==> src/design/apsc_defs.vh <==
// Constants for the amplifier protection and status controller.
// Assumes a 250 MHz system clock; times are given in their own unit and converted here.
`ifndef APSC_DEFS_VH
`define APSC_DEFS_VH
`define APSC_CLK_HZ          250000000
`define APSC_TICK_US         1000
`define APSC_TICK_CYC        ((`APSC_CLK_HZ / 1000000) * `APSC_TICK_US)
`define APSC_WARMUP_MS       150000
`define APSC_OVC_MS          120000
`define APSC_SWR_MS          3000
`define APSC_ODRV_MS         2000
`define APSC_FLASH_MS        250
`define APSC_DEB_MS          5
`define APSC_TICKS(ms)       (((ms) * 1000) / `APSC_TICK_US)
`define APSC_PRST_FLASH      1'b0
// Register map: status, mask, state.
`define APSC_REG_STATUS      12'h000
`define APSC_REG_MASK        12'h004
`define APSC_REG_STATE       12'h008
`define APSC_EVT_WIDTH       5
`define APSC_EVT_OVC         0
`define APSC_EVT_TEMP        1
`define APSC_EVT_SWR         2
`define APSC_EVT_ODRV        3
`define APSC_EVT_EARLY       4
`endif

==> src/design/apsc_debounce.v <==
// Debounce bank: synchronises and filters a group of slow inputs.
// Assumes a one-cycle tick enable; a bit changes only after holding for DEB_TICKS ticks.
`timescale 1ns/10ps
module apsc_debounce #(
  parameter WIDTH     = 8,
  parameter DEB_TICKS = 5
) (
  input  wire             sys_clk,  // System clock.
  input  wire             resetn,   // Synchronous reset, active low.
  input  wire             tick,     // Prescaled tick enable.
  input  wire [WIDTH-1:0] raw,      // Raw inputs.
  output wire [WIDTH-1:0] clean     // Debounced outputs.
);
  reg  [WIDTH-1:0] sync0_ff;
  reg  [WIDTH-1:0] sync1_ff;
  reg  [WIDTH-1:0] clean_ff;
  reg  [7:0]       cnt_ff [0:WIDTH-1];
  integer          i;

  assign clean = clean_ff;

  // ==========================================================
  // Synchroniser and per-bit stability counters.
  always @(posedge sys_clk) begin
    if (!resetn) begin
      sync0_ff <= {WIDTH{1'b0}};
      sync1_ff <= {WIDTH{1'b0}};
      clean_ff <= {WIDTH{1'b0}};
      for (i = 0; i < WIDTH; i = i + 1) begin
        cnt_ff[i] <= 8'h00;
      end
    end else begin
      sync0_ff <= raw;
      sync1_ff <= sync0_ff;
      for (i = 0; i < WIDTH; i = i + 1) begin
        if (sync1_ff[i] == clean_ff[i]) begin
          cnt_ff[i] <= 8'h00;
        end else if (tick) begin
          if (cnt_ff[i] >= DEB_TICKS[7:0] - 8'h01) begin
            clean_ff[i] <= sync1_ff[i];
            cnt_ff[i]   <= 8'h00;
          end else begin
            cnt_ff[i] <= cnt_ff[i] + 8'h01;
          end
        end
      end
    end
  end
endmodule // apsc_debounce

==> src/design/apsc_ctrl.v <==
// Protection and status sequencer of an HF power amplifier controller board.
// Assumes comparator, switch and key inputs are asynchronous levels, synchronised here; APB slave.
// Summary of operation
// - On-air lamp lights while key line asserted and operate selected.
// - Ready stays off after power-up until warm-up timer expires.
// - Plate over-current drops ready two minutes; fault lit then if operate.
// - Over-temperature lights fault, disables amp, screen off, bypass until safe.
// - Operate at power-up lights fault during warm-up, cleared at ready.
// - High SWR lights SWR lamp and forces bypass about three seconds.
// - Overdrive lamp flashes past linear level; higher level bypasses two seconds.
// - Screen current above full scale flashes red segments; limiter near 60 mA.
// - Plate current above 1.8A shown red; flashes, like screen bar only.
// - Output power bar red above 1.5kW, yellow below.
// - Antenna to amp on transmit; bypass in standby, cut-offs, errors.
// - Full bias while drive sensed on transmit; pre-bias as soon as drive drops.
// - Drive ready, SWR, overdrive and antenna relays separately.
// - Standby keeps screen off and bypasses RF; standby at power-on.
// - Fault lit when operate selected before ready.
`timescale 1ns/10ps
`include "apsc_defs.vh"
module apsc_ctrl #(
  parameter TICK_CYC     = `APSC_TICK_CYC,
  parameter WARMUP_TICKS = `APSC_TICKS(`APSC_WARMUP_MS),
  parameter OVC_TICKS    = `APSC_TICKS(`APSC_OVC_MS),
  parameter SWR_TICKS    = `APSC_TICKS(`APSC_SWR_MS),
  parameter ODRV_TICKS   = `APSC_TICKS(`APSC_ODRV_MS),
  parameter FLASH_TICKS  = `APSC_TICKS(`APSC_FLASH_MS),
  parameter DEB_TICKS    = `APSC_TICKS(`APSC_DEB_MS)
) (
  input  wire        sys_clk,                 // System clock, 250 MHz.
  input  wire        resetn,                  // Synchronous reset, active low.
  input  wire        psel,                    // APB select.
  input  wire        penable,                 // APB enable.
  input  wire        pwrite,                  // APB write.
  input  wire [11:0] paddr,                   // APB byte address.
  input  wire [31:0] pwdata,                  // APB write data.
  output wire        pready,                  // APB ready.
  output reg  [31:0] prdata,                  // APB read data.
  output wire        pslverr,                 // APB error on unmapped address.
  output wire        irq,                     // Interrupt, level, active high.
  input  wire        operate_standby_select,  // High when operate selected.
  input  wire        key_line,                // Transceiver key line, high on transmit.
  input  wire        drive_sense,             // RF drive above detection threshold.
  input  wire        plate_ovc_cmp,           // Plate over-current comparator.
  input  wire        temp_hot_cmp,            // Over-temperature comparator.
  input  wire        swr_high_cmp,            // Reflected power beyond threshold.
  input  wire        odrv_lin_cmp,            // Drive past linear level.
  input  wire        odrv_high_cmp,           // Drive at cut-off level.
  input  wire        screen_fs_cmp,           // Screen current above full scale.
  input  wire        screen_lim_cmp,          // Screen current at limiter level.
  input  wire        plate_red_cmp,           // Plate current above red mark.
  input  wire        power_red_cmp,           // Output power above red mark.
  output reg         on_air_led,              // On-air lamp.
  output reg         ready_led,               // Ready lamp.
  output reg         fault_led,               // Fault lamp.
  output reg         swr_led,                 // SWR cut-off lamp.
  output reg         odrv_led,                // Overdrive lamp.
  output reg         screen_red_flash,        // Screen bar red segments lit.
  output reg         screen_limit,            // Screen current limiter engaged.
  output reg         plate_red_flash,         // Plate bar red segments lit.
  output reg         power_red,               // Output bar red zone.
  output reg         power_yellow,            // Output bar yellow zone.
  output reg         drive_sensed_bias_switch,// Full bias enable, low for pre-bias.
  output reg         screen_enable,           // Screen supply enable.
  output reg         amp_enable,              // Amplification enable.
  output reg         ready_relay,             // Ready relay.
  output reg         swr_relay,               // SWR relay.
  output reg         odrv_relay,              // Overdrive relay.
  output reg         antenna_relay            // High: antenna to amplifier.
);
  localparam ST_WARM = 2'b00;
  localparam ST_RDY  = 2'b01;
  localparam ST_OVC  = 2'b10;

  // Saturating countdown step for the main, SWR and overdrive tick timers.
  function [31:0] dec_sat;
    input [31:0] v;
    begin
      dec_sat = (v == 32'h00000000) ? 32'h00000000 : v - 32'h00000001;
    end
  endfunction

  reg  [31:0] pre_ff;
  reg         tick_ff;
  reg  [1:0]  state_ff;
  reg  [1:0]  nxt_state;
  reg  [31:0] main_tmr_ff;
  reg  [31:0] swr_tmr_ff;
  reg  [31:0] odrv_tmr_ff;
  reg  [31:0] flash_tmr_ff;
  reg         flash_ff;
  reg         boot_opr_ff;
  reg         early_opr_ff;
  reg  [`APSC_EVT_WIDTH-1:0] status_ff;
  reg  [`APSC_EVT_WIDTH-1:0] mask_ff;
  reg  [`APSC_EVT_WIDTH-1:0] evt_prev_ff;
  wire [10:0] in_clean;
  wire        opr, key, drv, ovc, hot, swr, olin, ohigh, sfs, slim, pred, wred;
  wire        swr_cut, odrv_cut, bypass, tx, in_warm;
  wire [`APSC_EVT_WIDTH-1:0] evt_lvl;
  wire [`APSC_EVT_WIDTH-1:0] evt_rise;
  wire        wr_en, rd_en;

  // ==========================================================
  // Tick prescaler.
  // tick prescaler
  always @(posedge sys_clk) begin
    if (!resetn) begin
      pre_ff  <= 32'h00000000;
      tick_ff <= 1'b0;
    end else if (pre_ff >= TICK_CYC - 1) begin
      pre_ff  <= 32'h00000000;
      tick_ff <= 1'b1;
    end else begin
      pre_ff  <= pre_ff + 32'h00000001;
      tick_ff <= 1'b0;
    end
  end

  // ==========================================================
  // Input conditioning.
  // synchronise and debounce
  apsc_debounce #(
    .WIDTH     (11),
    .DEB_TICKS (DEB_TICKS)
  ) u_deb (
    .sys_clk (sys_clk),
    .resetn  (resetn),
    .tick    (tick_ff),
    .raw     ({power_red_cmp, plate_red_cmp, screen_lim_cmp, screen_fs_cmp,
               odrv_high_cmp, odrv_lin_cmp, swr_high_cmp, temp_hot_cmp,
               plate_ovc_cmp, key_line, operate_standby_select}),
    .clean   (in_clean)
  );
  assign {wred, pred, slim, sfs, ohigh, olin, swr, hot, ovc, key, opr} = in_clean;

  // Drive sense is kept fast so bias follows speech pauses at once.
  reg drv_s0_ff, drv_s1_ff;
  always @(posedge sys_clk) begin
    if (!resetn) begin
      drv_s0_ff <= 1'b0;
      drv_s1_ff <= 1'b0;
    end else begin
      drv_s0_ff <= drive_sense;
      drv_s1_ff <= drv_s0_ff;
    end
  end
  assign drv = drv_s1_ff;

  // ==========================================================
  // Warm-up, ready and over-current sequencer.
  always @* begin
    nxt_state = state_ff;
    case (state_ff)
      ST_WARM: begin
        if (main_tmr_ff == 32'h00000000) nxt_state = ST_RDY;
      end
      ST_RDY: begin
        if (ovc) nxt_state = ST_OVC;
      end
      ST_OVC: begin
        if (main_tmr_ff == 32'h00000000) nxt_state = ST_RDY;
      end
      default: nxt_state = ST_WARM;
    endcase
  end

  always @(posedge sys_clk) begin
    if (!resetn) begin
      state_ff    <= ST_WARM;
      main_tmr_ff <= WARMUP_TICKS;
    end else begin
      state_ff <= nxt_state;
      if (state_ff == ST_RDY && nxt_state == ST_OVC) begin
        main_tmr_ff <= OVC_TICKS;
      end else if (tick_ff) begin
        main_tmr_ff <= dec_sat(main_tmr_ff);
      end
    end
  end
  assign in_warm = (state_ff == ST_WARM);

  // ==========================================================
  // Cut-off timers and flash rate.
  always @(posedge sys_clk) begin
    if (!resetn) begin
      swr_tmr_ff   <= 32'h00000000;
      odrv_tmr_ff  <= 32'h00000000;
      flash_tmr_ff <= 32'h00000000;
      flash_ff     <= `APSC_PRST_FLASH;
    end else begin
      if (swr) swr_tmr_ff <= SWR_TICKS;
      else if (tick_ff) swr_tmr_ff <= dec_sat(swr_tmr_ff);

      if (ohigh) odrv_tmr_ff <= ODRV_TICKS;
      else if (tick_ff) odrv_tmr_ff <= dec_sat(odrv_tmr_ff);

      if (tick_ff) begin
        if (flash_tmr_ff == 32'h00000000) begin
          flash_tmr_ff <= FLASH_TICKS - 1;
          flash_ff     <= ~flash_ff;
        end else begin
          flash_tmr_ff <= flash_tmr_ff - 32'h00000001;
        end
      end
    end
  end
  assign swr_cut  = swr | (swr_tmr_ff != 32'h00000000);
  assign odrv_cut = ohigh | (odrv_tmr_ff != 32'h00000000);

  // ==========================================================
  // Operate selection faults.
  always @(posedge sys_clk) begin
    if (!resetn) begin
      boot_opr_ff  <= 1'b0;
      early_opr_ff <= 1'b0;
    end else begin
      // The window allows for the selector's debounce delay after reset.
      // operate at power-up
      if (in_warm && main_tmr_ff >= WARMUP_TICKS - DEB_TICKS - 2 && opr) boot_opr_ff <= 1'b1;
      else if (!in_warm) boot_opr_ff <= 1'b0;

      early_opr_ff <= in_warm & opr;
    end
  end

  // ==========================================================
  // Outputs.
  // bypass conditions
  assign bypass = ~opr | (state_ff != ST_RDY) | hot | swr_cut | odrv_cut;
  assign tx     = key & ~bypass;
  always @(posedge sys_clk) begin
    if (!resetn) begin
      on_air_led               <= 1'b0;
      ready_led                <= 1'b0;
      fault_led                <= 1'b0;
      swr_led                  <= 1'b0;
      odrv_led                 <= 1'b0;
      screen_red_flash         <= 1'b0;
      screen_limit             <= 1'b0;
      plate_red_flash          <= 1'b0;
      power_red                <= 1'b0;
      power_yellow             <= 1'b0;
      drive_sensed_bias_switch <= 1'b0;
      screen_enable            <= 1'b0;
      amp_enable               <= 1'b0;
      ready_relay              <= 1'b0;
      swr_relay                <= 1'b0;
      odrv_relay               <= 1'b0;
      antenna_relay            <= 1'b0;
    end else begin
      on_air_led <= key & opr;

      ready_led <= (state_ff == ST_RDY);

      fault_led <= hot | ((state_ff == ST_OVC) & opr) | boot_opr_ff | early_opr_ff;

      swr_led <= swr_cut;

      odrv_led <= (olin & flash_ff) | odrv_cut;

      screen_red_flash <= sfs & flash_ff;
      screen_limit     <= slim;

      plate_red_flash <= pred & flash_ff;

      power_red    <= wred;
      power_yellow <= ~wred;

      drive_sensed_bias_switch <= tx & drv;

      screen_enable <= opr & (state_ff == ST_RDY) & ~hot;
      amp_enable    <= ~bypass;

      ready_relay   <= (state_ff == ST_RDY);
      swr_relay     <= swr_cut;
      odrv_relay    <= odrv_cut;
      antenna_relay <= tx;
    end
  end

  // ==========================================================
  // Interrupt status, set on event rise, cleared by writing one.
  assign evt_lvl  = {in_warm & opr, ohigh, swr, hot, state_ff == ST_OVC};
  assign evt_rise = evt_lvl & ~evt_prev_ff;
  assign wr_en    = psel & penable & pwrite;
  assign rd_en    = psel & ~penable & ~pwrite;
  always @(posedge sys_clk) begin
    if (!resetn) begin
      evt_prev_ff <= {`APSC_EVT_WIDTH{1'b0}};
      status_ff   <= {`APSC_EVT_WIDTH{1'b0}};
      mask_ff     <= {`APSC_EVT_WIDTH{1'b0}};
    end else begin
      evt_prev_ff <= evt_lvl;
      if (wr_en && paddr == `APSC_REG_STATUS) begin
        status_ff <= (status_ff & ~pwdata[`APSC_EVT_WIDTH-1:0]) | evt_rise;
      end else begin
        status_ff <= status_ff | evt_rise;
      end
      if (wr_en && paddr == `APSC_REG_MASK) mask_ff <= pwdata[`APSC_EVT_WIDTH-1:0];
    end
  end
  assign irq = |(status_ff & mask_ff);

  // ==========================================================
  // APB read path, data registered in the setup cycle.
  assign pready  = 1'b1;
  assign pslverr = psel & penable & (paddr != `APSC_REG_STATUS) &
                   (paddr != `APSC_REG_MASK) & (paddr != `APSC_REG_STATE);
  always @(posedge sys_clk) begin
    if (!resetn) begin
      prdata <= 32'h00000000;
    end else if (rd_en) begin
      case (paddr)
        `APSC_REG_STATUS: prdata <= {27'h0000000, status_ff};
        `APSC_REG_MASK:   prdata <= {27'h0000000, mask_ff};
        `APSC_REG_STATE:  prdata <= {24'h000000, hot, swr_cut, odrv_cut, tx,
                                     opr, key, state_ff};
        default:          prdata <= 32'h00000000;
      endcase
    end
  end
endmodule // apsc_ctrl

==> config.mk <==
export PLATFORM = sky130hd
export DESIGN_NAME = apsc_ctrl
export DESIGN_NICKNAME = d
export VERILOG_FILES = /design/src/design/apsc_debounce.v /design/src/design/apsc_ctrl.v
export VERILOG_INCLUDE_DIRS = /design/src /design/src/design
export SDC_FILE = /design/constraint.sdc
export NUM_CORES = 1
export LEC_CHECK = 0
export BUFFER_PORTS_ARGS = -buffer_cell sky130_fd_sc_hd__buf_2
export CAP_MARGIN = 10
export CORE_MARGIN = 2
export CORE_UTILIZATION = 54
export DETAILED_ROUTE_END_ITERATION = 10
export GPL_TIMING_DRIVEN = 1
export PLACE_DENSITY = 0.76
export SYNTH_ARGS = -nofsm -noshare
export SYNTH_HDL_FRONTEND = slang
export SYNTH_HIERARCHICAL = 1
export SYNTH_SLANG_ARGS = --single-unit
export TNS_END_PERCENT = 1
==> constraint.sdc <==
create_clock -name sys_clk -period 2.1 [get_ports sys_clk]
set_clock_uncertainty 0.1 [all_clocks]
set_input_delay 0.21 -clock sys_clk [delete_from_list [all_inputs] [get_ports sys_clk]]
set_output_delay 0.21 -clock sys_clk [all_outputs]
set_load 0.01 [all_outputs]
### Word-level counts from Yosys, hierarchy flattened

Memories as Yosys holds them, arrays and structs flattened.
Cells that the tools add are included.

* $lt $le $gt $ge: 13
* reductions and logical operators: 35
* eq/ne operators: 20
* add/subtract/negate cells: 16
* bitwise operators: 86
* multiplexer cells: 195

Operators with widths (number)
* $mux 8: 33
* $mux 1: 147
* $logic_not 32->1: 4
* $mux 32: 4
* $sub 32x1->32 const B: 4
* $add 8x1->8 const B: 11
* $ge 8x3->1 const B: 11
* $ge 32x18->1 const B: 2
* $reduce_bool 32->1: 2
* $or 1x1->1: 43
* $mux 18: 2
* $reduce_and 3->1: 11
* $add 32x1->32 const B: 1
* $mux 12: 2
* $pmux 8 s3: 1
* $mux 11: 2
* $not 1->1: 19
* $and 1x1->1: 17
* $and 5x5->5: 3
* $eq 12x3->1 const B: 1
* $eq 12x4->1 const B: 1
* $logic_not 12->1: 1
* $ne 12x3->1 const B: 1
* $ne 12x4->1 const B: 1
* 16 further kinds: 41

* output and inout port bits: 52
* flip-flop bits (word level): 263
* memories kept: 1
* logic and storage cells: 413
* memory bits (writable): 88
* bits of input ports: 61

Memory list
* u_deb.cnt_ff: words 11, bits a word 8, rd ports 11, clocked after memory_dff 0, write ports 11, RTL line apsc_debounce.v:17 `reg [7:0] cnt_ff [0:WIDTH-1];`

### Depth between registers and ports, before layout

An unclocked memory read counts as a cell.

* word-level depth: 9
* mapped depth: 9
* mapped depth without buffers: 7

### Modules after synthesis

Netlist, hierarchy kept.

Modules (own cells, without submodules)
* apsc_ctrl: cells each 1026, sequential area each 4103.9 µm², area each 9178.8 µm², times used 1
* apsc_debounce: cells each 360, sequential area each 3303.2 µm², area each 4859.7 µm², times used 1

### Worst setup path after synthesis

OpenSTA, ideal clock, no wires.

* kind: reg2reg
* start point: reg main_tmr_ff[24]
* end point: reg main_tmr_ff[7]
* period minus slack after synthesis: 2327 ps
* arrival: 2105 ps
* required time: 1878 ps
* buffers on the path: 0
* cell stages (with the launch flop): 5
* setup slack: -227 ps
* path through: dfxtp_1 -> or4_4 -> or4_4 -> or4_4 -> a221o_1

* longest elaborated chain between the ends: 6

RTL lines
* start: declaration: RTL line apsc_ctrl.v:87 `reg [31:0] main_tmr_ff;`
* start signal: assignment: RTL line apsc_ctrl.v:177 `main_tmr_ff <= dec_sat(main_tmr_ff);`
* $logic_not 32->1 (*): RTL line apsc_ctrl.v:79, apsc_ctrl.v:156, apsc_ctrl.v:162
* $mux 2: RTL line apsc_ctrl.v:156, apsc_ctrl.v:162
* $pmux 2 s2: RTL line apsc_ctrl.v:154 `case (state_ff)`
* $eq 2x2->1: RTL line apsc_ctrl.v:174 `if (state_ff == ST_RDY && nxt_state == ST_OVC) begin`
* $logic_and 1x1->1: RTL line apsc_ctrl.v:174
* $reduce_or 2->1 (no line)

Every way passes the cells marked *; elsewhere a longest branch is shown, timed or not.
A chain may end at the register's enable or synchronous reset.

### Worst setup path after layout

Ends and elaborated chain as after synthesis.

==> metrics.txt <==
Pleak 6.92 nW; Detailed Routing Iterations Pass 1 5; syn_area_per_cell between 10 and 15 sq um; Synth Register Bits 326; DP HPWL 19900 um; failing checks negative setup slack; core area 25800 sq um; Worst EP arrival between 2 and 3 ns; critical path's slowest cell or4_4; Slew HR between 50% and 60%; vias per cell 5.38; setup tns final -6.61 ns; Setup CP Type reg2reg; WL/cell 14.6 um; Initial Util between 50% and 60%; Reg clk slew, reported paths 0.06 ns; clock root buffer master clkbuf_16; Yosys warning total 6; first-pass GRT wire length 47800 um; WL final 29300 um; share of layout cells above drive strength 1 19.0%; Crit path depth 4; Die Wd around 170 um; r2r worst-path depth 4; CP peak stage delay 0.55 ns; final count of negative-setup-slack endpoints 35; Routed Antenna Nets 0; top-area cell type share of the netlist area 33.9%; Nets 1736; initial antenna violation count 0; Seq/Total Area, Yosys a little over half; status finished with violations; Port Buf Inserts 60; clk buf depth 3; crit-path cells or4_4, or4_4, or4_4, a221o_1; endpoints failing hold 0; Post-synth ARST share 0%; RSZ-0062 raised after global routing true; total track usage 21.4%; Most Frequent Cell on Critical Path or4_4; hold path cells 3; Top FF cell, synth dfxtp_1; gp weighted congestion 0.884; Post-Syn Area 14000 sq um; critical path required time ~2.4 ns; Chip Height between 150 and 200 um; GRT overflow 0; # IOs around 110; number of DRC markers in iteration 0 703; CTS tree yes; pin count of the biggest net entering global routing 53; Synth area leaders dfxtp_1 (34%), edfxtp_1 (19%), nor2_1 (5.1%), xnor2_1 (4.1%), xor2_1 (3.8%); clock sink total 326; Final Util 66.8%; row count 59; number of buffers created by CTS 35; part of the cycle the worst path needs 113%; DR DRC count 0; clock latency on the worst-skew pair 0.51 ns; Die Area 27300 sq um; Syn Inst Count around 1.4k; Peak VDD IR just under 0.9 mV; Post-synth EDFFs 88; H-tree Lvls 2; min-delay worst type in2reg; Layout area overhead 22.7%; crit-path max FO 4; Setup crit end kind register; max-cap violation count 0; fin worst setup slack -0.281 ns; crit-path leading delay family simple AND/OR/NAND/NOR gates; Yosys top cell by area dfxtp_1; Distinct cells, synth 68; WP buf/inv 0; Slew Viols, Final 0; DR vias 10.8k; Worst Max-Slew Pin Slew 0.621 ns; Pwr Density about 1400 nW/um^2; Worst Setup Start Kind register; vias in the first global route 10.3k; Tmin final 2.38 ns; fmax 420 MHz
## synthesized netlist by cell type, types with 4 or more instances
cell type,instances
and4_1,8
and2_1,47
nor4_1,52
buf_2,14
nor2b_1,10
o2111ai_1,22
a21oi_1,45
ha_1,30
a21boi_0,4
o31ai_1,9
nand4b_1,16
nand2_1,74
o21a_1,9
dfxtp_1,238
buf_4,30
mux2i_1,10
a22o_1,4
nand2b_1,7
inv_1,45
xor2_1,61
nor3_1,39
a31oi_1,4
or4_1,18
nand3_1,27
nor3b_1,5
nor4_2,6
and3_1,9
o21ai_0,18
clkbuf_1,33
nand3b_1,7
nand4_1,44
edfxtp_1,88
or2_2,7
or3_1,25
o41ai_1,6
nor2_1,189
nor4b_1,5
xnor2_1,66
## per-stage QoR
| step | hold WS (ns) | instances | cell area (sq um) | setup slack (ns) | total power (W) |
|---|---|---|---|---|---|
| finish | 0.112 | 2006 | 17200 | -0.281 | 0.0238 |
| global route | 0.119 | 2005 | 17200 | -0.328 | 0.0254 |
| CTS | 0.100 | 2004 | 17100 | -0.271 | 0.0234 |
| detailed placement | 0.318 | 1924 | 15700 | -0.262 | 0.0173 |
| global placement | 0.314 | 1924 | 15700 | -0.235 | 0.0171 |
| floorplan | 0.237 | 1477 | 14400 | -0.227 | 0.0138 |
## state kept, by name, indices dropped and copies added, names as in the netlist, 4 cells and up
signal / cells
flash_tmr_ff: 32
swr_tmr_ff: 32
evt_prev_ff: 4
u_deb/sync0_ff: 11
prdata: 8
mask_ff: 5
odrv_tmr_ff: 32
u_deb/clean: 11
u_deb/cnt_ff: 88
main_tmr_ff: 32
pre_ff: 32
status_ff: 5
u_deb/sync1_ff: 11
## cell families after synthesis
group                    Yosys count  share of synthesized area, %
XOR/XNOR                         127                          7.92
multiplexers                      10                         0.713
adder cells (fa/ha/maj)           30                          2.67
AO/OA/AOI/OAI                    144                          7.02
AND/OR/NAND/NOR                  619                          24.4
other                              3                        0.0802
buffers and inverters            127                          4.43
flip-flops                       326                          52.8
## power by group
part | leakage, nW | total [W] | internal [W] | switching, W
combinational | 3.46 | 0.00953 | 0.00473 | 0.00480
clock | 0.541 | 0.00581 | 0.00340 | 0.00240
sequential | 2.92 | 0.00850 | 0.00752 | 0.000980
total | 6.92 | 0.0238 | 0.0157 | 0.00818
## layout make-up
type	instances	area, sq um
multi-input combinational	1024	6550
sequential	326	7410
fill	1928	8540
clock buffer	49	978
antenna	1	2.50
clock inverter	13	116
tap	335	419
inverter	45	169
timing repair buffer	213	1570
## worst register-to-register path, cell delays in order (launching register included)
cell and delay, ns:
dfxtp_2 0.32, or4_4 0.55, or4_4 0.48, or4_4 0.53, a221o_1 0.30
## what timing repair did
item                       4_1_cts  5_1_grt
setup endpoints to repair      164      124
hold buffers                    18        0
hold endpoints to repair        22        0
pin swaps                       10        5
setup buffers                    0        1
resized for setup               19       29
## final timing paths
| path | from | endpoint | slack (ns) |
|---|---|---|---|
| setup / recovery | main_tmr_ff[24] | main_tmr_ff[7] | -0.28 |
| hold / removal | paddr[2] | prdata[2] | 0.11 |
| setup reg to reg | main_tmr_ff[24] | main_tmr_ff[7] | -0.28 |
| hold reg to reg | u_deb/sync0_ff[7] | u_deb/sync1_ff[7] | 0.33 |
## metal layers
metal,share of wire [%],vias up,wire length (um),global-route usage (%)
met5,0,-,0,0
met4,3.4,0,1000,8.42
met3,4.5,70,1330,3.07
met2,49,255,14300,37.0
met1,43,5115,12700,27.2
li1,-,5345,-,-
## placed cells by master (no fill, tap or decap), types with 47 or more instances in the layout
master	count
conb_1	94
dfxtp_1	235
buf_2	59
edfxtp_1	88
nor2_1	187
nand2_1	74
xor2_1	61
xnor2_1	66
buf_4	127
and2_1	47
(Power assumes the default switching activity.)
